[config.mk]
export PLATFORM = sky130hd
export DESIGN_NAME = arp_readout_port
export DESIGN_NICKNAME = d
export VERILOG_FILES = /design/src/arp_pkg.sv /design/src/arp_pin_sync.sv /design/src/arp_readout_port.sv
export SDC_FILE = /design/constraint.sdc
export NUM_CORES = 1
export LEC_CHECK = 0
export ABC_CLOCK_PERIOD_IN_PS = 2600
export BUFFER_PORTS_ARGS = -buffer_cell sky130_fd_sc_hd__buf_2
export CORE_MARGIN = 2
export CORE_UTILIZATION = 40
export DETAILED_ROUTE_END_ITERATION = 6
export PLACE_DENSITY = 0.61
export SLEW_MARGIN = 20
export SYNTH_ARGS = -nofsm -noshare
export SYNTH_HDL_FRONTEND = slang
export SYNTH_HIERARCHICAL = 1
export SYNTH_SLANG_ARGS = --single-unit
export TNS_END_PERCENT = 30
[constraint.sdc]
create_clock -name clk_i -period 2.6 [get_ports clk_i]
set_input_delay 0.78 -clock clk_i [delete_from_list [all_inputs] [get_ports clk_i]]
set_output_delay 0.78 -clock clk_i [all_outputs]
set_load 0.02 [all_outputs]
[src/arp_pkg.sv]
// constants for the converter result readout port
package arp_pkg;
    // clock and timing
    localparam int CLK_PERIOD_NS = 4;
    localparam int POWERUP_TIME_US = 10;
    localparam int POWERUP_CYCLES = (POWERUP_TIME_US * 1000 + CLK_PERIOD_NS - 1) / CLK_PERIOD_NS;
    localparam int CONV_TIME_NS = 5000;
    localparam int CONV_CYCLES = (CONV_TIME_NS + CLK_PERIOD_NS - 1) / CLK_PERIOD_NS;
    localparam int CNT_W = 12;
    localparam logic [CNT_W-1:0] POWERUP_LOAD = CNT_W'(POWERUP_CYCLES - 1);
    localparam logic [CNT_W-1:0] CONV_LOAD = CNT_W'(CONV_CYCLES - 1);
    localparam logic [CNT_W-1:0] CNT_ZERO = 12'h000;

    // data widths
    localparam int RES_W = 14;
    localparam int WORD_W = 16;
    localparam int BYTE_W = 8;
    localparam int PAD_W = 2;
    localparam int DAT_W = 32;
    localparam int ADR_W = 8;
    localparam int SEL_W = 4;

    // register byte addresses
    localparam logic [ADR_W-1:0] ADR_CTRL = 8'h00;
    localparam logic [ADR_W-1:0] ADR_STATUS = 8'h04;
    localparam logic [ADR_W-1:0] ADR_RESULT = 8'h08;
    localparam logic [ADR_W-1:0] ADR_IRQ_STAT = 8'h0c;
    localparam logic [ADR_W-1:0] ADR_IRQ_MASK = 8'h10;

    // control fields
    localparam int CTRL_EN_BIT = 0;
    localparam int CTRL_START_BIT = 1;
    localparam logic CTRL_EN_RESET = 1'b1;

    // status fields
    localparam int STAT_BUSY_BIT = 0;
    localparam int STAT_READY_BIT = 1;
    localparam int STAT_SYNC_BIT = 2;
    localparam int STAT_BIPOLAR_BIT = 3;
    localparam int STAT_W = 4;

    // interrupt fields
    localparam int IRQ_W = 2;
    localparam int IRQ_DONE_BIT = 0;
    localparam int IRQ_LOST_BIT = 1;
    localparam logic [IRQ_W-1:0] IRQ_RESET = 2'h0;

    // synchronised pin vector
    localparam int PIN_TRIG = 0;
    localparam int PIN_CS = 1;
    localparam int PIN_RD = 2;
    localparam int PIN_UBS = 3;
    localparam int PIN_DONE_FLAG_OUTPUT_ENABLE_N = 4;
    localparam int PIN_SYNC = 5;
    localparam int PIN_OFS = 6;
    localparam int PIN_W = 7;
    localparam logic [PIN_W-1:0] PIN_RESET = 7'h17;

    typedef enum logic [1:0] {
        ST_POWERUP,
        ST_IDLE,
        ST_CONVERT
    } arp_state_t;
endpackage

[src/arp_pin_sync.sv]
// three-stage pin synchroniser with agreement filter
`timescale 1ns/100ps
module arp_pin_sync #(
    parameter int W = 1,
    parameter logic [W-1:0] RESET_VAL = '0
) (
    // clock and reset
    input wire logic clk_i,
    input wire logic rst_i,
    // pins in, filtered levels out
    input wire logic [W-1:0] pin_i,
    output logic [W-1:0] level_o
);
    logic [W-1:0] s1_ff, s2_ff, s3_ff, level_ff;
    logic [W-1:0] nxt_level;

    // a bit changes only once stages two and three agree
    always_comb begin
        for (int i = 0; i < W; i++) begin
            nxt_level[i] = (s2_ff[i] == s3_ff[i]) ? s3_ff[i] : level_ff[i];
        end
    end

    always_ff @(posedge clk_i) begin
        if (rst_i) begin
            s1_ff <= RESET_VAL;
            s2_ff <= RESET_VAL;
            s3_ff <= RESET_VAL;
            level_ff <= RESET_VAL;
        end else begin
            s1_ff <= pin_i;
            s2_ff <= s1_ff;
            s3_ff <= s2_ff;
            level_ff <= nxt_level;
        end
    end

    assign level_o = level_ff;
endmodule

[src/arp_readout_port.sv]
// result readout and conversion status port of the sampling converter
//
// Local design decisions: the Wishbone slave port and the placing of the registers.
`timescale 1ns/100ps
module arp_readout_port (
    // clock and reset
    input wire logic clk_i,
    input wire logic rst_i,
    // wishbone slave
    input wire logic wb_cyc_i,
    input wire logic wb_stb_i,
    input wire logic wb_we_i,
    input wire logic [arp_pkg::ADR_W-1:0] wb_adr_i,
    input wire logic [arp_pkg::SEL_W-1:0] wb_sel_i,
    input wire logic [arp_pkg::DAT_W-1:0] wb_dat_i,
    output logic [arp_pkg::DAT_W-1:0] wb_dat_o,
    output logic wb_ack_o,
    output logic irq_o,
    // raw straight binary code from the analog converter core
    input wire logic [arp_pkg::RES_W-1:0] conv_code_i,
    // host pins
    input wire logic conv_trigger_n_i,
    input wire logic chip_select_n_i,
    input wire logic read_enable_n_i,
    input wire logic upper_byte_select_i,
    input wire logic done_flag_output_enable_n_i,
    input wire logic timing_mode_sync_i,
    input wire logic offset_strap_pin_i,
    // done flag pin
    output logic conv_done_o,
    output logic conv_done_oe_o,
    // result byte bus pins
    output logic [arp_pkg::BYTE_W-1:0] result_byte_bus_o,
    output logic result_byte_bus_oe_o
);
    logic [arp_pkg::PIN_W-1:0] pin_q;
    arp_pkg::arp_state_t state_ff, nxt_state;
    logic [arp_pkg::CNT_W-1:0] cnt_ff, nxt_cnt;
    logic [arp_pkg::WORD_W-1:0] result_ff, nxt_result;
    logic trig_prev_ff, nxt_trig_prev;
    logic ctrl_en_ff, nxt_ctrl_en;
    logic [arp_pkg::IRQ_W-1:0] irq_stat_ff, nxt_irq_stat;
    logic [arp_pkg::IRQ_W-1:0] irq_mask_ff, nxt_irq_mask;
    logic [arp_pkg::IRQ_W-1:0] irq_evt;
    logic irq_ff, nxt_irq;
    logic ack_ff, nxt_ack;
    logic [arp_pkg::DAT_W-1:0] dat_ff, nxt_dat;
    logic done_ff, nxt_done, done_oe_ff, nxt_done_oe;
    logic [arp_pkg::BYTE_W-1:0] bus_ff, nxt_bus;
    logic bus_oe_ff, nxt_bus_oe;
    logic cs_n, rd_n, done_flag_output_enable_n_n, sync_mode, bipolar, nxt_busy;
    logic trig_fall, hw_start, sw_start, start_req, acc, wr;

    // straight binary code from the core into the output word
    function automatic logic [arp_pkg::WORD_W-1:0] format_word(
        input logic [arp_pkg::RES_W-1:0] raw,
        input logic bip
    );
        logic [arp_pkg::RES_W-1:0] code;
        code = raw;
        // flipping the msb gives twos complement extremes
        if (bip) begin
            code[arp_pkg::RES_W-1] = ~raw[arp_pkg::RES_W-1];
        end
        // unipolar passes the straight binary code untouched
        return {code, {arp_pkg::PAD_W{1'b0}}};
    endfunction

    function automatic logic reg_hit(
        input logic [arp_pkg::ADR_W-1:0] adr,
        input logic [arp_pkg::ADR_W-1:0] reg_adr
    );
        return adr == reg_adr;
    endfunction

    // countdown helpers shared by power-up and conversion timing
    function automatic logic cnt_expired(
        input logic [arp_pkg::CNT_W-1:0] cnt
    );
        return cnt == arp_pkg::CNT_ZERO;
    endfunction

    function automatic logic [arp_pkg::CNT_W-1:0] cnt_dec(
        input logic [arp_pkg::CNT_W-1:0] cnt
    );
        return cnt - 1'b1;
    endfunction

    // all host pins come from outside this clock domain
    // a pin change reaches the logic four edges later, the pins one more
    arp_pin_sync #(
        .W(arp_pkg::PIN_W),
        .RESET_VAL(arp_pkg::PIN_RESET)
    ) u_pin_sync (
        .clk_i(clk_i),
        .rst_i(rst_i),
        .pin_i({offset_strap_pin_i, timing_mode_sync_i, done_flag_output_enable_n_i,
                upper_byte_select_i, read_enable_n_i, chip_select_n_i, conv_trigger_n_i}),
        .level_o(pin_q)
    );

    assign cs_n = pin_q[arp_pkg::PIN_CS];
    assign rd_n = pin_q[arp_pkg::PIN_RD];
    assign done_flag_output_enable_n_n = pin_q[arp_pkg::PIN_DONE_FLAG_OUTPUT_ENABLE_N];
    assign sync_mode = pin_q[arp_pkg::PIN_SYNC];
    assign bipolar = pin_q[arp_pkg::PIN_OFS];

    // ack high blocks a second take of the request it answers
    assign acc = wb_cyc_i & wb_stb_i & ~ack_ff;
    assign wr = acc & wb_we_i & wb_sel_i[0];
    // filtered level: a trigger shorter than two cycles is dropped
    assign trig_fall = trig_prev_ff & ~pin_q[arp_pkg::PIN_TRIG];
    // synchronous mode also needs select low
    assign hw_start = trig_fall & (~sync_mode | ~cs_n);
    assign sw_start = wr & reg_hit(wb_adr_i, arp_pkg::ADR_CTRL)
                      & wb_dat_i[arp_pkg::CTRL_START_BIT];
    assign start_req = (hw_start | sw_start) & ctrl_en_ff;

    // conversion sequencer
    always_comb begin
        nxt_state = state_ff;
        nxt_cnt = cnt_ff;
        nxt_result = result_ff;
        irq_evt = '0;
        // previous filtered trigger level for the edge detector
        nxt_trig_prev = pin_q[arp_pkg::PIN_TRIG];
        unique case (state_ff)
            // starts ignored until the power-up interval ends
            arp_pkg::ST_POWERUP: begin
                if (cnt_expired(cnt_ff)) begin
                    nxt_state = arp_pkg::ST_IDLE;
                end else begin
                    nxt_cnt = cnt_dec(cnt_ff);
                end
            end
            arp_pkg::ST_IDLE: begin
                if (start_req) begin
                    nxt_state = arp_pkg::ST_CONVERT;
                    nxt_cnt = arp_pkg::CONV_LOAD;
                end
            end
            arp_pkg::ST_CONVERT: begin
                irq_evt[arp_pkg::IRQ_LOST_BIT] = start_req;
                if (cnt_expired(cnt_ff)) begin
                    nxt_state = arp_pkg::ST_IDLE;
                    // result loads on the edge done rises
                    // only a finished conversion replaces it
                    nxt_result = format_word(conv_code_i, bipolar);
                    irq_evt[arp_pkg::IRQ_DONE_BIT] = 1'b1;
                end else begin
                    nxt_cnt = cnt_dec(cnt_ff);
                end
            end
            // unused state code falls back to idle
            default: begin
                nxt_state = arp_pkg::ST_IDLE;
            end
        endcase
    end

    assign nxt_busy = (nxt_state == arp_pkg::ST_CONVERT);

    // pin drivers
    always_comb begin
        if (sync_mode) begin
            // drive only with enable and select low
            nxt_done_oe = ~done_flag_output_enable_n_n & ~cs_n;
            nxt_done = ~nxt_busy;
        end else begin
            // open drain pull-down gated by enable
            nxt_done_oe = ~done_flag_output_enable_n_n & nxt_busy;
            nxt_done = 1'b0;
        end
        // bus driven with select and read low
        nxt_bus_oe = ~cs_n & ~rd_n;
        // select low gives upper half of the word
        if (pin_q[arp_pkg::PIN_UBS]) begin
            nxt_bus = nxt_result[arp_pkg::BYTE_W-1:0];
        end else begin
            nxt_bus = nxt_result[arp_pkg::WORD_W-1:arp_pkg::BYTE_W];
        end
    end

    // register writes, interrupt status and level
    always_comb begin
        nxt_ctrl_en = ctrl_en_ff;
        nxt_irq_mask = irq_mask_ff;
        nxt_irq_stat = irq_stat_ff;
        if (wr && reg_hit(wb_adr_i, arp_pkg::ADR_CTRL)) begin
            nxt_ctrl_en = wb_dat_i[arp_pkg::CTRL_EN_BIT];
        end
        if (wr && reg_hit(wb_adr_i, arp_pkg::ADR_IRQ_MASK)) begin
            nxt_irq_mask = wb_dat_i[arp_pkg::IRQ_W-1:0];
        end
        if (wr && reg_hit(wb_adr_i, arp_pkg::ADR_IRQ_STAT)) begin
            nxt_irq_stat = irq_stat_ff & ~wb_dat_i[arp_pkg::IRQ_W-1:0];
        end
        // a new event wins over a clear in the same cycle
        nxt_irq_stat = nxt_irq_stat | irq_evt;
        nxt_irq = |(nxt_irq_stat & nxt_irq_mask);
    end

    // read data, one ack per request, unmapped reads zero
    always_comb begin
        nxt_ack = acc;
        nxt_dat = '0;
        if (acc && !wb_we_i) begin
            if (reg_hit(wb_adr_i, arp_pkg::ADR_CTRL)) begin
                nxt_dat[arp_pkg::CTRL_EN_BIT] = ctrl_en_ff;
            end else if (reg_hit(wb_adr_i, arp_pkg::ADR_STATUS)) begin
                nxt_dat[arp_pkg::STAT_BUSY_BIT] = (state_ff == arp_pkg::ST_CONVERT);
                nxt_dat[arp_pkg::STAT_READY_BIT] = (state_ff != arp_pkg::ST_POWERUP);
                nxt_dat[arp_pkg::STAT_SYNC_BIT] = sync_mode;
                nxt_dat[arp_pkg::STAT_BIPOLAR_BIT] = bipolar;
            end else if (reg_hit(wb_adr_i, arp_pkg::ADR_RESULT)) begin
                nxt_dat[arp_pkg::WORD_W-1:0] = result_ff;
            end else if (reg_hit(wb_adr_i, arp_pkg::ADR_IRQ_STAT)) begin
                nxt_dat[arp_pkg::IRQ_W-1:0] = irq_stat_ff;
            end else if (reg_hit(wb_adr_i, arp_pkg::ADR_IRQ_MASK)) begin
                nxt_dat[arp_pkg::IRQ_W-1:0] = irq_mask_ff;
            end
        end
    end

    // sequencer registers
    always_ff @(posedge clk_i) begin
        if (rst_i) begin
            state_ff <= arp_pkg::ST_POWERUP;
            cnt_ff <= arp_pkg::POWERUP_LOAD;
            result_ff <= '0;
            trig_prev_ff <= 1'b1;
        end else begin
            state_ff <= nxt_state;
            cnt_ff <= nxt_cnt;
            result_ff <= nxt_result;
            trig_prev_ff <= nxt_trig_prev;
        end
    end

    // register bank and bus answer
    always_ff @(posedge clk_i) begin
        if (rst_i) begin
            ctrl_en_ff <= arp_pkg::CTRL_EN_RESET;
            irq_stat_ff <= arp_pkg::IRQ_RESET;
            irq_mask_ff <= arp_pkg::IRQ_RESET;
            irq_ff <= 1'b0;
            ack_ff <= 1'b0;
            dat_ff <= '0;
        end else begin
            ctrl_en_ff <= nxt_ctrl_en;
            irq_stat_ff <= nxt_irq_stat;
            irq_mask_ff <= nxt_irq_mask;
            irq_ff <= nxt_irq;
            ack_ff <= nxt_ack;
            dat_ff <= nxt_dat;
        end
    end

    // pin output registers
    always_ff @(posedge clk_i) begin
        if (rst_i) begin
            done_ff <= 1'b0;
            done_oe_ff <= 1'b0;
            bus_ff <= '0;
            bus_oe_ff <= 1'b0;
        end else begin
            done_ff <= nxt_done;
            done_oe_ff <= nxt_done_oe;
            bus_ff <= nxt_bus;
            bus_oe_ff <= nxt_bus_oe;
        end
    end

    assign wb_ack_o = ack_ff;
    assign wb_dat_o = dat_ff;
    assign irq_o = irq_ff;
    assign conv_done_o = done_ff;
    assign conv_done_oe_o = done_oe_ff;
    assign result_byte_bus_o = bus_ff;
    assign result_byte_bus_oe_o = bus_oe_ff;
endmodule

# Word level (Yosys, flattened, before mapping)
# Index checks and enable logic that the tools add are counted.
# word_totals
reg_bits	109
input_bits	70
out_inout_bits	45
word_cells	110
# classes
n_addsub	1
eq_ne	16
muxes	21
bitwise_logic	28
n_reduce_logical	17
# ops
op	count
16-bit two-way mux	2
12-bit two-way mux	2
12-bit case mux with 2 select lines	1
8-bit by 4-bit == test with 1-bit output (second input constant)	2
2-bit two-way mux	8
14-bit two-way mux	1
1-bit bitwise AND	12
12-bit logical NOT	1
12-bit by 1-bit subtractor with 12-bit output (second input constant)	1
1-bit inverter	10
8-bit by 3-bit == test with 1-bit output (second input constant)	1
8-bit by 5-bit == test with 1-bit output (second input constant)	1
8-bit logical NOT	1
8-bit two-way mux	1
2-bit OR reduction	4
1-bit == test	7
5-bit OR reduction	1
2-bit bitwise AND	2
2-bit == test (second input constant)	2
1-bit logical AND	4
1-bit two-way mux	4
4-bit two-way mux	1
2-bit inequality test (second input constant)	2
2-bit case mux with 2 select lines	1
other kinds (9)	11

# Depth between registers and ports, before layout
# Gate-level depths: netlist (run 1).
# depth
depth_word	13
ltp_mapped	9
mapped_depth_nobuf	7

# Hierarchy
# Netlist (run 1), hierarchy kept.
# by_module_without_submodules
mod	n_inst	cells_each	area_per_inst_um2	seq_area_each_um2
arp_readout_port	1	302	2841.5	1301.2
arp_pin_sync	1	72	830.8	560.5

# Least setup slack after synthesis (run 1)
# No wires, ideal clock.
# synth_path
path_type	input-to-reg
startpoint	input wb_adr_i[2] (netlist name)
endpoint	register irq_ff (netlist: irq_o)
setup_ps	117
arrival_time_ps	2235
required_ps	2483
slack_ps	248
path_stages	6
path_buffers	1
cell_sequence	buf_2 or4_4 or4_4 nand2_2 a21oi_2 a22o_1
# synth_via
elab_chain_len	9
word_cells_on_any_way	15
cone_classes	eq/ne: 2; mux: 3; bitwise: 6; reduce/logical: 4
# synth_rtl
element	line	source
start, declared	arp_readout_port.sv:13	input wire logic [arp_pkg::ADR_W-1:0] wb_adr_i,
8-bit logical NOT	arp_readout_port.sv:73	return adr == reg_adr;
1-bit bitwise AND	arp_readout_port.sv:115	assign sw_start = wr & reg_hit(wb_adr_i, arp_pkg::ADR_CTRL)
1-bit bitwise AND	arp_readout_port.sv:116	& wb_dat_i[arp_pkg::CTRL_START_BIT];
1-bit bitwise OR	arp_readout_port.sv:117	assign start_req = (hw_start | sw_start) & ctrl_en_ff;
1-bit bitwise AND	arp_readout_port.sv:117	
2-bit two-way mux	arp_readout_port.sv:127	unique case (state_ff)
2-bit bitwise OR	arp_readout_port.sv:199	nxt_irq_stat = nxt_irq_stat | irq_evt;
2-bit bitwise AND *	arp_readout_port.sv:200	nxt_irq = |(nxt_irq_stat & nxt_irq_mask);
2-bit OR reduction *	arp_readout_port.sv:200	
end signal, assigned	arp_readout_port.sv:253	irq_ff <= nxt_irq;
end, declared	arp_readout_port.sv:45	logic irq_ff, nxt_irq;
# Every way passes the cells marked *; elsewhere a longest branch is shown, timed or not.
# A chain may end at the register's enable or synchronous reset.

# Worst setup path in the final report (run 1)
# layout_path
startpoint	register cnt_ff[0] (netlist name)
endpoint	register bus_ff, in the netlist result_byte_bus_o[3]
# layout_via
elab_chain_len	4
# layout_rtl
element	line	source
start, declared	arp_readout_port.sv:38	logic [arp_pkg::CNT_W-1:0] cnt_ff, nxt_cnt;
start signal, assigned	arp_readout_port.sv:229	cnt_ff <= arp_pkg::POWERUP_LOAD;
start signal, assigned	arp_readout_port.sv:234	cnt_ff <= nxt_cnt;
12-bit logical NOT	arp_readout_port.sv:80	return cnt == arp_pkg::CNT_ZERO;
16-bit two-way mux	arp_readout_port.sv:144	if (cnt_expired(cnt_ff)) begin
16-bit two-way mux	arp_readout_port.sv:127	
8-bit two-way mux	arp_readout_port.sv:177	if (pin_q[arp_pkg::PIN_UBS]) begin
end signal, assigned	arp_readout_port.sv:269	bus_ff <= nxt_bus;
end, declared	arp_readout_port.sv:49	logic [arp_pkg::BYTE_W-1:0] bus_ff, nxt_bus;
# Every way passes these cells.

==> results of run 1 <==
-- cells in the mapped netlist (5+ instances only) --
| cell type | instances |
|---|---|
| o21ai_0 | 8 |
| buf_4 | 19 |
| clkbuf_1 | 6 |
| buf_2 | 6 |
| nor2_1 | 25 |
| and2_1 | 12 |
| nand2_1 | 38 |
| nor2b_1 | 12 |
| nor3_1 | 8 |
| nand3b_1 | 5 |
| and2b_1 | 8 |
| nand3_1 | 7 |
| a21oi_1 | 31 |
| or2_1 | 13 |
| dfxtp_1 | 93 |
| mux4_2 | 5 |
-- through the flow --
| step | setup slack (ps) | total power (µW) |
|---|---|---|
| final | 311.1 | 2628 |
| after global routing | 133.7 | 2746 |
| after CTS | 300.8 | 2666 |
| after detailed placement | 50.21 | 1632 |
| after global placement | 93.16 | 1628 |
| after floorplan | 248.5 | 1599 |
-- worst paths after layout --
kind / startpoint / endpoint
worst max-delay path: cnt_ff[0]$_SDFFE_PP1P_ / result_byte_bus_o[3]$_SDFF_PP0_
worst min-delay path: u_pin_sync/s1_ff[4]$_SDFF_PP1_ / u_pin_sync/s2_ff[4]$_SDFF_PP1_
worst max register to register: cnt_ff[0]$_SDFFE_PP1P_ / result_byte_bus_o[3]$_SDFF_PP0_
worst min register to register: u_pin_sync/s1_ff[4]$_SDFF_PP1_ / u_pin_sync/s2_ff[4]$_SDFF_PP1_
-- cells by family after synthesis --
group / after synthesis
multiplexers: 7
other: 1
flip-flops: 93
buffers and inverters: 37
adder cells (fa/ha/maj): 1
XOR/XNOR: 6
AO/OA/AOI/OAI: 70
AND/OR/NAND/NOR: 159
-- report_power, final --
part | internal, µW | switching, µW
logic | 53.7 | 80.8
clock network | 540 | 491
registers | 1450 | 18.3
total | 2040 | 590
-- layout make-up --
class                   count  area [µm²]
clock inverters             6       87.58
fillers                   872        4532
repair buffers             75       412.9
inverters                   4       15.01
flip-flops and latches     93        1862
multi-input cells         259        1634
well taps                 108       135.1
clock buffers              10       127.6
-- registers in the layout, summed over array words and instances (netlist names), 7 cells and up --
register,flops
u_pin_sync/level_o,7
u_pin_sync/s2_ff,7
result_ff,16
cnt_ff,12
u_pin_sync/s3_ff,7
u_pin_sync/s1_ff,7
result_byte_bus_o,8
wb_dat_o,16
-- routing by layer --
| layer | vias up | track usage (%) | part of all wire [%] |
|---|---|---|---|
| met3 | 7 | 4.805 | 5.9 |
| met1 | 1273 | 18.50 | 44 |
| met4 | 0 | 5.374 | 1.4 |
| met2 | 60 | 24.48 | 48 |
| li1 | 1389 | - | - |
| met5 | - | 0 | 0 |
-- worst max-delay path, stage by stage, from the launching register on --
cell and delay, ps:
dfxtp_1 350, inv_1 80, ha_1 200, nor4b_4 270, nand3_1 200, nor2_4 370
mux4_2 540, nor2b_1 140
==> summary.txt, run 1 <==
Setup path
  • Required @ worst endpoint: 2840 ps
  • Setup slack on the worst flop-to-flop path: 310 ps
  • Signal arrival time at the worst endpoint: 2530 ps
  • Kind of start point of the critical path: flip-flop
  • Crit Path Max Fanout: 12
  • Crit path kind: flip-flop to flip-flop
  • Depth of the worst register-to-register path: 7
  • Type of destination of the critical path: flip-flop

Clocking
  • PostCTS Resize Cnt: 0
  • Sinks on the clock net: 93
  • Post-CTS Hold Fix Bufs: 0
  • Clock network latency to the later pin of the worst-skew pair: 360 ps
  • CTS tree: yes
  • Deepest level of the CTS H-tree: 3
  • Clk buf depth: 2
  • Clock transition at the registers of the reported paths: 90 ps
  • Number of setup buffers added after CTS: 0
  • Root buffer cell: clkbuf_8
  • Number of buffers created by CTS: 9

Timing
  • Slew at the pin closest to its max-slew limit: 600.0 ps
  • Setup TNS Final: 0 ps
  • Worst hold margin: 408.8 ps
  • Number of pins exceeding their max-slew limit in the final report: 0
  • Highest attainable clock frequency: 0.4369 GHz
  • Finish-stage setup viols: 0
  • Minimum clock period after layout: 2289 ps
  • Post-route fraction of the period consumed by the critical path: 88.03%
  • Final Hold Violating Endpoints: 0
  • Clock tree skew after final layout: 7.423 ps
  • Unrepaired setup endpoints after global routing: no
  • Slew HR: 59.95%

Power and ir drop
  • Maximum vdd ir drop: 352.6 µV
  • Total leakage power: 0.001713 µW
  • Cell Pwr Density: 615.0 mW/mm²

Synthesis
  • Count of mapped cells out of synthesis: 374
  • Post-Synth XOR/XNOR Area: 1.431%
  • Share of cell area taken by muxes after synthesis: 3.646%
  • Cell type contributing the most total cell area after synthesis: dfxtp_1
  • Number of distinct standard cells referenced by the synthesized netlist: 59
  • Post-Synth Adder-Cell Area: 0.3407%
  • Top post-synthesis cells by area: dfxtp_1 51%, a21oi_1 4.2%, buf_4 3.9%
  • Largest family of logic cells by synthesized area: simple AND/OR/NAND/NOR gates
  • Seq/Total Area, Yosys: 50.70%
  • Flop and latch count out of synthesis: 93
  • Async set-or-reset flop fraction in the synthesized netlist: 0%
  • Simple-gate share of the synthesized area: 25.32%
  • Number of warnings issued by yosys: 6
  • Most used flip-flop cell after synthesis: dfxtp_1
  • Syn_area_per_cell: 9.819 µm²
  • EDFF count, synth: 0
  • Portion of synthesized cell area occupied by the leading cell type: 50.70%
  • Compound-gate portion of the synthesized area: 12.13%
  • Combined area of all synthesized cells: 0.003672 mm²

Route
  • Routed wire length: 7153 µm
  • Via density per instance: 4.917
  • DR pass1 iterations: 4
  • DRC marker count from the first detailed-route iteration: 88
  • Detail-routed net length per standard cell: 12.89 µm
  • Overall via count from detail_route: 2,729
  • Count of antenna-violating nets left after detailed routing: 0
  • Number of design rule violations left after detail routing: 0

Cells and area
  • Commonest non-fill, non-tap cell in the layout: dfxtp_1
  • Post-layout net count: 513
  • Final Instance Area: 0.004274 mm²
  • Number of standard cells in the final layout excluding fillers: 555
  • Area growth syn-to-layout: 16.39%
  • Commonest cells after routing, fill and taps aside: 93 x dfxtp_1, 65 x buf_2, 38 x nand2_1
  • Fraction of final layout cells sized beyond drive strength 1: 25.73%
  • Number of diodes added for antenna fixing: 0
  • Share of the core filled with cells in the final layout: 48.54%

Global route
  • Vias in the first global route: 2,549
  • Pin count of the biggest net entering global routing: 57
  • Total congestion overflow after global routing: 0
  • Total Routing Usage GR: 14.93%
  • Number of antenna violations at the first check in global routing: 0
  • Wire length of the first global-routing pass: 11,740 µm

Place
  • GP Congestion: 0.7641
  • Number of port buffers: 65
  • HPWL reported at the end of detailed placement: 5136 µm
  • Dpl cells: 539
  • Total placed instance area: 0.004059 mm²

Hold path
  • Kind of path behind the tightest hold check: flip-flop to flip-flop
  • Hold path depth: 1

Floorplanning
  • Floorplan row count: 34
  • Die extent in y: 99.82 µm
  • Placeable Area: 0.008806 mm²
  • Initial core utilization: 41.70%
  • Area of the die: 0.009963 mm²
  • I/O Pins: 115
  • X dimension of the die: 99.82 µm

Flow run
  • Number of maximum-capacitance violations: 0

Run status
  • Result of the run: completed
(Power assumes the default switching activity.)
==> run 2, diff against run 1 <==
--- a/config.mk
+++ b/config.mk
@@ -8,9 +8,9 @@
 export ABC_CLOCK_PERIOD_IN_PS = 2600
 export BUFFER_PORTS_ARGS = -buffer_cell sky130_fd_sc_hd__buf_2
 export CORE_MARGIN = 2
-export CORE_UTILIZATION = 40
+export CORE_UTILIZATION = 23
 export DETAILED_ROUTE_END_ITERATION = 6
-export PLACE_DENSITY = 0.61
+export PLACE_DENSITY = 0.38
 export SLEW_MARGIN = 20
 export SYNTH_ARGS = -nofsm -noshare
 export SYNTH_HDL_FRONTEND = slang
==> run 2 against run 1 <==
Fmax up 2.5%. Sequential power about the same. Via count down 0.62%. Setup slack better by 56 ps. Core utilization down 20 points. Hold slack worse by 5.2 ps. Register-to-register slack better by 150 ps. Final cell count up 20%. Non-clock buffer count up 2. Flip-flop and latch count unchanged. First-iteration DRC count up 25%. Sequential share of layout area down 2.6 points.
==> summary.txt, run 2 (synthesis gave the netlist of run 1 again) <==
Route
  • Via density per instance: 4.078
  • DR pass1 iterations: 4
  • Number of design rule violations left after detail routing: 0
  • DRC marker count from the first detailed-route iteration: 110
  • Overall via count from detail_route: 2,712
  • Count of antenna-violating nets left after detailed routing: 0
  • Routed wire length: 8359 µm
  • Detail-routed net length per standard cell: 12.57 µm

Cells and area
  • Final Instance Area: 0.004543 mm²
  • Fraction of final layout cells sized beyond drive strength 1: 26.28%
  • Share of the core filled with cells in the final layout: 28.81%
  • Commonest cells after routing, fill and taps aside: 93 x dfxtp_1, 65 x buf_2, 38 x nand2_1
  • Post-layout net count: 515
  • Area growth syn-to-layout: 23.71%
  • Filler Cell Count: 1,704
  • Number of diodes added for antenna fixing: 0
  • Commonest non-fill, non-tap cell in the layout: dfxtp_1

Clocking
  • Clock network latency to the later pin of the worst-skew pair: 350 ps
  • Deepest level of the CTS H-tree: 3
  • Sinks on the clock net: 93
  • CTS tree: yes
  • Clk buf depth: 2
  • Number of buffers created by CTS: 9
  • Number of setup buffers added after CTS: 0
  • Clock transition at the registers of the reported paths: 70 ps
  • Post-CTS Hold Fix Bufs: 0
  • PostCTS Resize Cnt: 0
  • Root buffer cell: clkbuf_16

Setup path
  • Crit Path Max Fanout: 6
  • Required @ worst endpoint: 2840 ps
  • Type of destination of the critical path: flip-flop
  • Crit path kind: input port to flip-flop
  • Signal arrival time at the worst endpoint: 2480 ps
  • Kind of start point of the critical path: input port

Global route
  • Total Routing Usage GR: 10.48%
  • Number of antenna violations at the first check in global routing: 1
  • Pin count of the biggest net entering global routing: 29
  • Wire length of the first global-routing pass: 13,410 µm
  • Vias in the first global route: 2,599
  • Total congestion overflow after global routing: 0

Timing
  • Highest attainable clock frequency: 0.4479 GHz
  • Minimum clock period after layout: 2233 ps
  • Finish-stage setup viols: 0
  • Final Hold Violating Endpoints: 0
  • Slew at the pin closest to its max-slew limit: 604.1 ps
  • Unrepaired setup endpoints after global routing: no
  • Slew HR: 59.67%
  • Clock tree skew after final layout: 8.779 ps
  • Number of pins exceeding their max-slew limit in the final report: 0
  • Post-route fraction of the period consumed by the critical path: 85.87%

Power and ir drop
  • Sequential cell fraction of total power: 48.2%
  • Maximum vdd ir drop: 311.9 µV
  • Cell Pwr Density: 668.4 mW/mm²
  • Switching Share: 22.53%
  • Total leakage power: 0.001787 µW
  • Internal power of the cells: 2352 µW
  • Power share of the combinational group: 4.6%
  • Clock network power share: 47.1%
  • Sw Pwr: 684.2 µW

Floorplanning
  • Initial core utilization: 23.29%
  • Placeable Area: 0.01577 mm²
  • Area of the die: 0.01699 mm²
  • Die extent in y: 130.4 µm
  • I/O Pins: 115
  • Floorplan row count: 46
  • X dimension of the die: 130.4 µm

Place
  • GP Congestion: 0.7180
  • Number of port buffers: 65
  • HPWL reported at the end of detailed placement: 6070 µm
  • Total placed instance area: 0.004222 mm²

Flow run
  • Number of maximum-capacitance violations: 0

Run status
  • Result of the run: completed

Hold path
  • Kind of path behind the tightest hold check: flip-flop to flip-flop
[run 2: cell count changes in the layout (fill, tap and decap cells not counted)]
cell,change
clkbuf_1,-1
clkbuf_8,-9
clkinvlp_4,-3
buf_4,+1
clkbuf_16,+9
buf_12,+1
clkinv_2,+1
inv_6,+3
[run 2: routing by layer]
| metal | GRT usage (%) | vias up | routed length, µm |
|---|---|---|---|
| li1 | - | 1395 | - |
| met5 | 0 | - | 11 |
| met1 | 13.59 | 1247 | 4018 |
| met3 | 2.993 | 17 | 392 |
| met4 | 5.632 | 2 | 180 |
| met2 | 15.80 | 51 | 3756 |
[run 2: worst max-delay path: stages]
cell,delay (ps)
buf_2,100
or4_4,580
nor4_2,390
o21ai_2,180
o21a_1,150
a211o_1,290
[run 2: layout make-up]
type                       instances  area, µm²  share of cell area [%]
clock buffer                       9      225.2                   4.957
clock inverter                     7      96.34                   2.121
timing repair buffer              77      440.4                   9.694
tap                              216      270.3                   5.949
inverter                           4      15.01                  0.3305
sequential                        93       1862                   40.98
multi-input combinational        259       1634                   35.97
[run 2: metrics by stage]
stage                     hold WS [ps]  setup slack (ps)  total power [µW]  TNS (ps)  std cells
final                            403.6             367.4              3036         0        665
after global routing             422.0             243.6              3154         0        665
after CTS                        408.3             349.2              3096         0        665
after detailed placement         391.5            -41.24              1639    -213.8        649
after global placement           386.1            -41.80              1635    -261.3        649
after floorplan                  383.2             248.5              1599         0        389
[run 2: worst paths after layout]
kind	cells past startpoint	slack [ps]	end	from
max	6	370	cnt_ff[1]$_SDFFE_PP1P_	wb_adr_i[4]
min	1	400	u_pin_sync/s2_ff[1]$_SDFF_PP1_	u_pin_sync/s1_ff[1]$_SDFF_PP1_
max reg2reg	8	460	result_byte_bus_o[4]$_SDFF_PP0_	cnt_ff[0]$_SDFFE_PP1P_
min reg2reg	1	400	u_pin_sync/s2_ff[1]$_SDFF_PP1_	u_pin_sync/s1_ff[1]$_SDFF_PP1_
[run 2: power by group through the flow]
stage / clock network [µW] / registers [µW] / logic (µW)
floorplan: 0 / 1490 / 106
global placement: 0 / 1500 / 139
detailed placement: 0 / 1500 / 142
CTS: 1490 / 1460 / 142
global route: 1530 / 1470 / 158
finish: 1430 / 1460 / 141
==> run 3, diff against run 2 <==
--- a/config.mk
+++ b/config.mk
@@ -10,7 +10,6 @@
 export CORE_MARGIN = 2
 export CORE_UTILIZATION = 23
 export DETAILED_ROUTE_END_ITERATION = 6
-export PLACE_DENSITY = 0.38
 export SLEW_MARGIN = 20
 export SYNTH_ARGS = -nofsm -noshare
 export SYNTH_HDL_FRONTEND = slang
==> run 3 against run 2 <==
Core utilization is 0.10 points lower. Via count rose by 2.9%. Largest cell class unchanged. Clock skew down 1.9 ps. Setup slack improved by 29 ps. Critical path type unchanged. Critical path depth unchanged. Non-clock buffer count grew 1.
==> summary.txt, run 3 (synthesis gave the netlist of run 1 again) <==
Run status
  • Result of the run: completed

Floorplanning
  • Floorplan row count: 46
  • Area of the die: 0.01699 mm²
  • I/O Pins: 115
  • Initial core utilization: 23.29%
  • X dimension of the die: 130.4 µm
  • Die extent in y: 130.4 µm
  • Placeable Area: 0.01577 mm²

Place
  • Total placed instance area: 0.004217 mm²
  • Dpl cells: 650
  • HPWL reported at the end of detailed placement: 6172 µm
  • Number of port buffers: 65
  • GP Congestion: 0.7748

Timing
  • Slew at the pin closest to its max-slew limit: 580.8 ps
  • Post-route fraction of the period consumed by the critical path: 84.74%
  • Minimum clock period after layout: 2203 ps
  • Slew HR: 61.23%
  • Unrepaired setup endpoints after global routing: no
  • Finish-stage setup viols: 0
  • Clock tree skew after final layout: 6.884 ps
  • Setup TNS Final: 0 ps
  • Highest attainable clock frequency: 0.4539 GHz
  • Final Hold Violating Endpoints: 0
  • Number of pins exceeding their max-slew limit in the final report: 0

Route
  • DR pass1 iterations: 4
  • Count of antenna-violating nets left after detailed routing: 0
  • Number of design rule violations left after detail routing: 0
  • Detail-routed net length per standard cell: 12.35 µm
  • Via density per instance: 4.189
  • DRC marker count from the first detailed-route iteration: 162
  • Overall via count from detail_route: 2,790
  • Routed wire length: 8226 µm

Cells and area
  • Number of diodes added for antenna fixing: 0
  • Post-layout net count: 516
  • Final Instance Area: 0.004527 mm²
  • Commonest cells after routing, fill and taps aside: 93 x dfxtp_1, 65 x buf_2, 38 x nand2_1
  • Number of standard cells in the final layout excluding fillers: 666
  • Area growth syn-to-layout: 23.27%
  • Filler Cell Count: 1,696
  • Commonest non-fill, non-tap cell in the layout: dfxtp_1
  • Fraction of final layout cells sized beyond drive strength 1: 26.44%
  • Share of the core filled with cells in the final layout: 28.71%

Flow run
  • Number of maximum-capacitance violations: 0

Clocking
  • Number of buffers created by CTS: 9
  • Root buffer cell: clkbuf_16
  • CTS tree: yes
  • Deepest level of the CTS H-tree: 3
  • Clock transition at the registers of the reported paths: 70 ps
  • Post-CTS Hold Fix Bufs: 0
  • Clk buf depth: 2
  • PostCTS Resize Cnt: 0
  • Number of setup buffers added after CTS: 0
  • Sinks on the clock net: 93
  • Clock network latency to the later pin of the worst-skew pair: 340 ps

Global route
  • Wire length of the first global-routing pass: 13,370 µm
  • Pin count of the biggest net entering global routing: 46
  • Vias in the first global route: 2,678
  • Total congestion overflow after global routing: 0
  • Number of antenna violations at the first check in global routing: 0
  • Total Routing Usage GR: 10.18%

Power and ir drop
  • Total leakage power: 0.001774 µW
  • Maximum vdd ir drop: 289.8 µV
  • Power consumption: 2933 µW
  • Cell Pwr Density: 647.8 mW/mm²

Setup path
  • Required @ worst endpoint: 2830 ps
  • Type of destination of the critical path: flip-flop
  • Kind of start point of the critical path: input port
  • Signal arrival time at the worst endpoint: 2430 ps
  • Setup slack on the worst flop-to-flop path: 440 ps
  • Crit Path Max Fanout: 2
  • Crit path kind: input port to flip-flop

Hold path
  • Kind of path behind the tightest hold check: flip-flop to flip-flop
-- run 3: cell types whose count changed in the layout (fill, tap and decap cells not counted), moves of 2 or more --
| cell | previous run | this run |
|---|---|---|
| clkinv_4 | 0 | 2 |
| clkinvlp_4 | 0 | 2 |
| clkinv_2 | 2 | 0 |
| buf_4 | 10 | 12 |
| inv_6 | 3 | 1 |
-- run 3: cell type report --
| type | count | area [µm²] | share of cell area (%) |
|---|---|---|---|
| Timing Repair Buffer | 78 | 435.4 | 9.619 |
| Inverter | 4 | 15.01 | 0.3317 |
| Clock inverter | 6 | 71.32 | 1.575 |
| Sequential cell | 93 | 1862 | 41.13 |
| Clock buffer | 10 | 239.0 | 5.279 |
| Multi-Input combinational cell | 259 | 1634 | 36.10 |
| Tap cell | 216 | 270.3 | 5.970 |
-- run 3: worst max-delay path, cell delays in order --
cell and delay [ps]:
buf_2 100, or4b_2 710, or4_4 450, nand2_2 90, a21oi_2 60, a22o_1 240
-- run 3: stage by stage --
| stage | hold slack, ps | worst slack [ps] |
|---|---|---|
| 2_1_floorplan | 383.2 | 248.5 |
| 6_report | 407.4 | 396.6 |
| 5_1_grt | 438.0 | 299.2 |
| 3_3_place_gp | 385.8 | 51.89 |
| 3_5_place_dp | 391.6 | 17.09 |
| 4_1_cts | 410.8 | 379.8 |
-- run 3: metal layers --
metal	wire length, µm	vias to the layer above	track usage [%]
li1	-	1395	-
met1	3815	1306	13.20
met3	561	12	3.731
met5	0	-	0
met4	115	0	3.567
met2	3733	77	15.65
-- run 3: final timing paths --
check | from | end | cells past startpoint
min | u_pin_sync/s1_ff[1]$_SDFF_PP1_ | u_pin_sync/s2_ff[1]$_SDFF_PP1_ | 1
min reg2reg | u_pin_sync/s1_ff[1]$_SDFF_PP1_ | u_pin_sync/s2_ff[1]$_SDFF_PP1_ | 1
max | wb_adr_i[5] | irq_o$_SDFF_PP0_ | 6
max reg2reg | cnt_ff[0]$_SDFFE_PP1P_ | result_byte_bus_o[6]$_SDFF_PP0_ | 8
-- run 3: power breakdown --
group	leakage [µW]	internal [µW]	total, µW	switching [µW]
sequential	0.000754	1450	1460	18.2
combinational	0.000874	55.3	140	84.2
clock	0.000145	778	1330	551
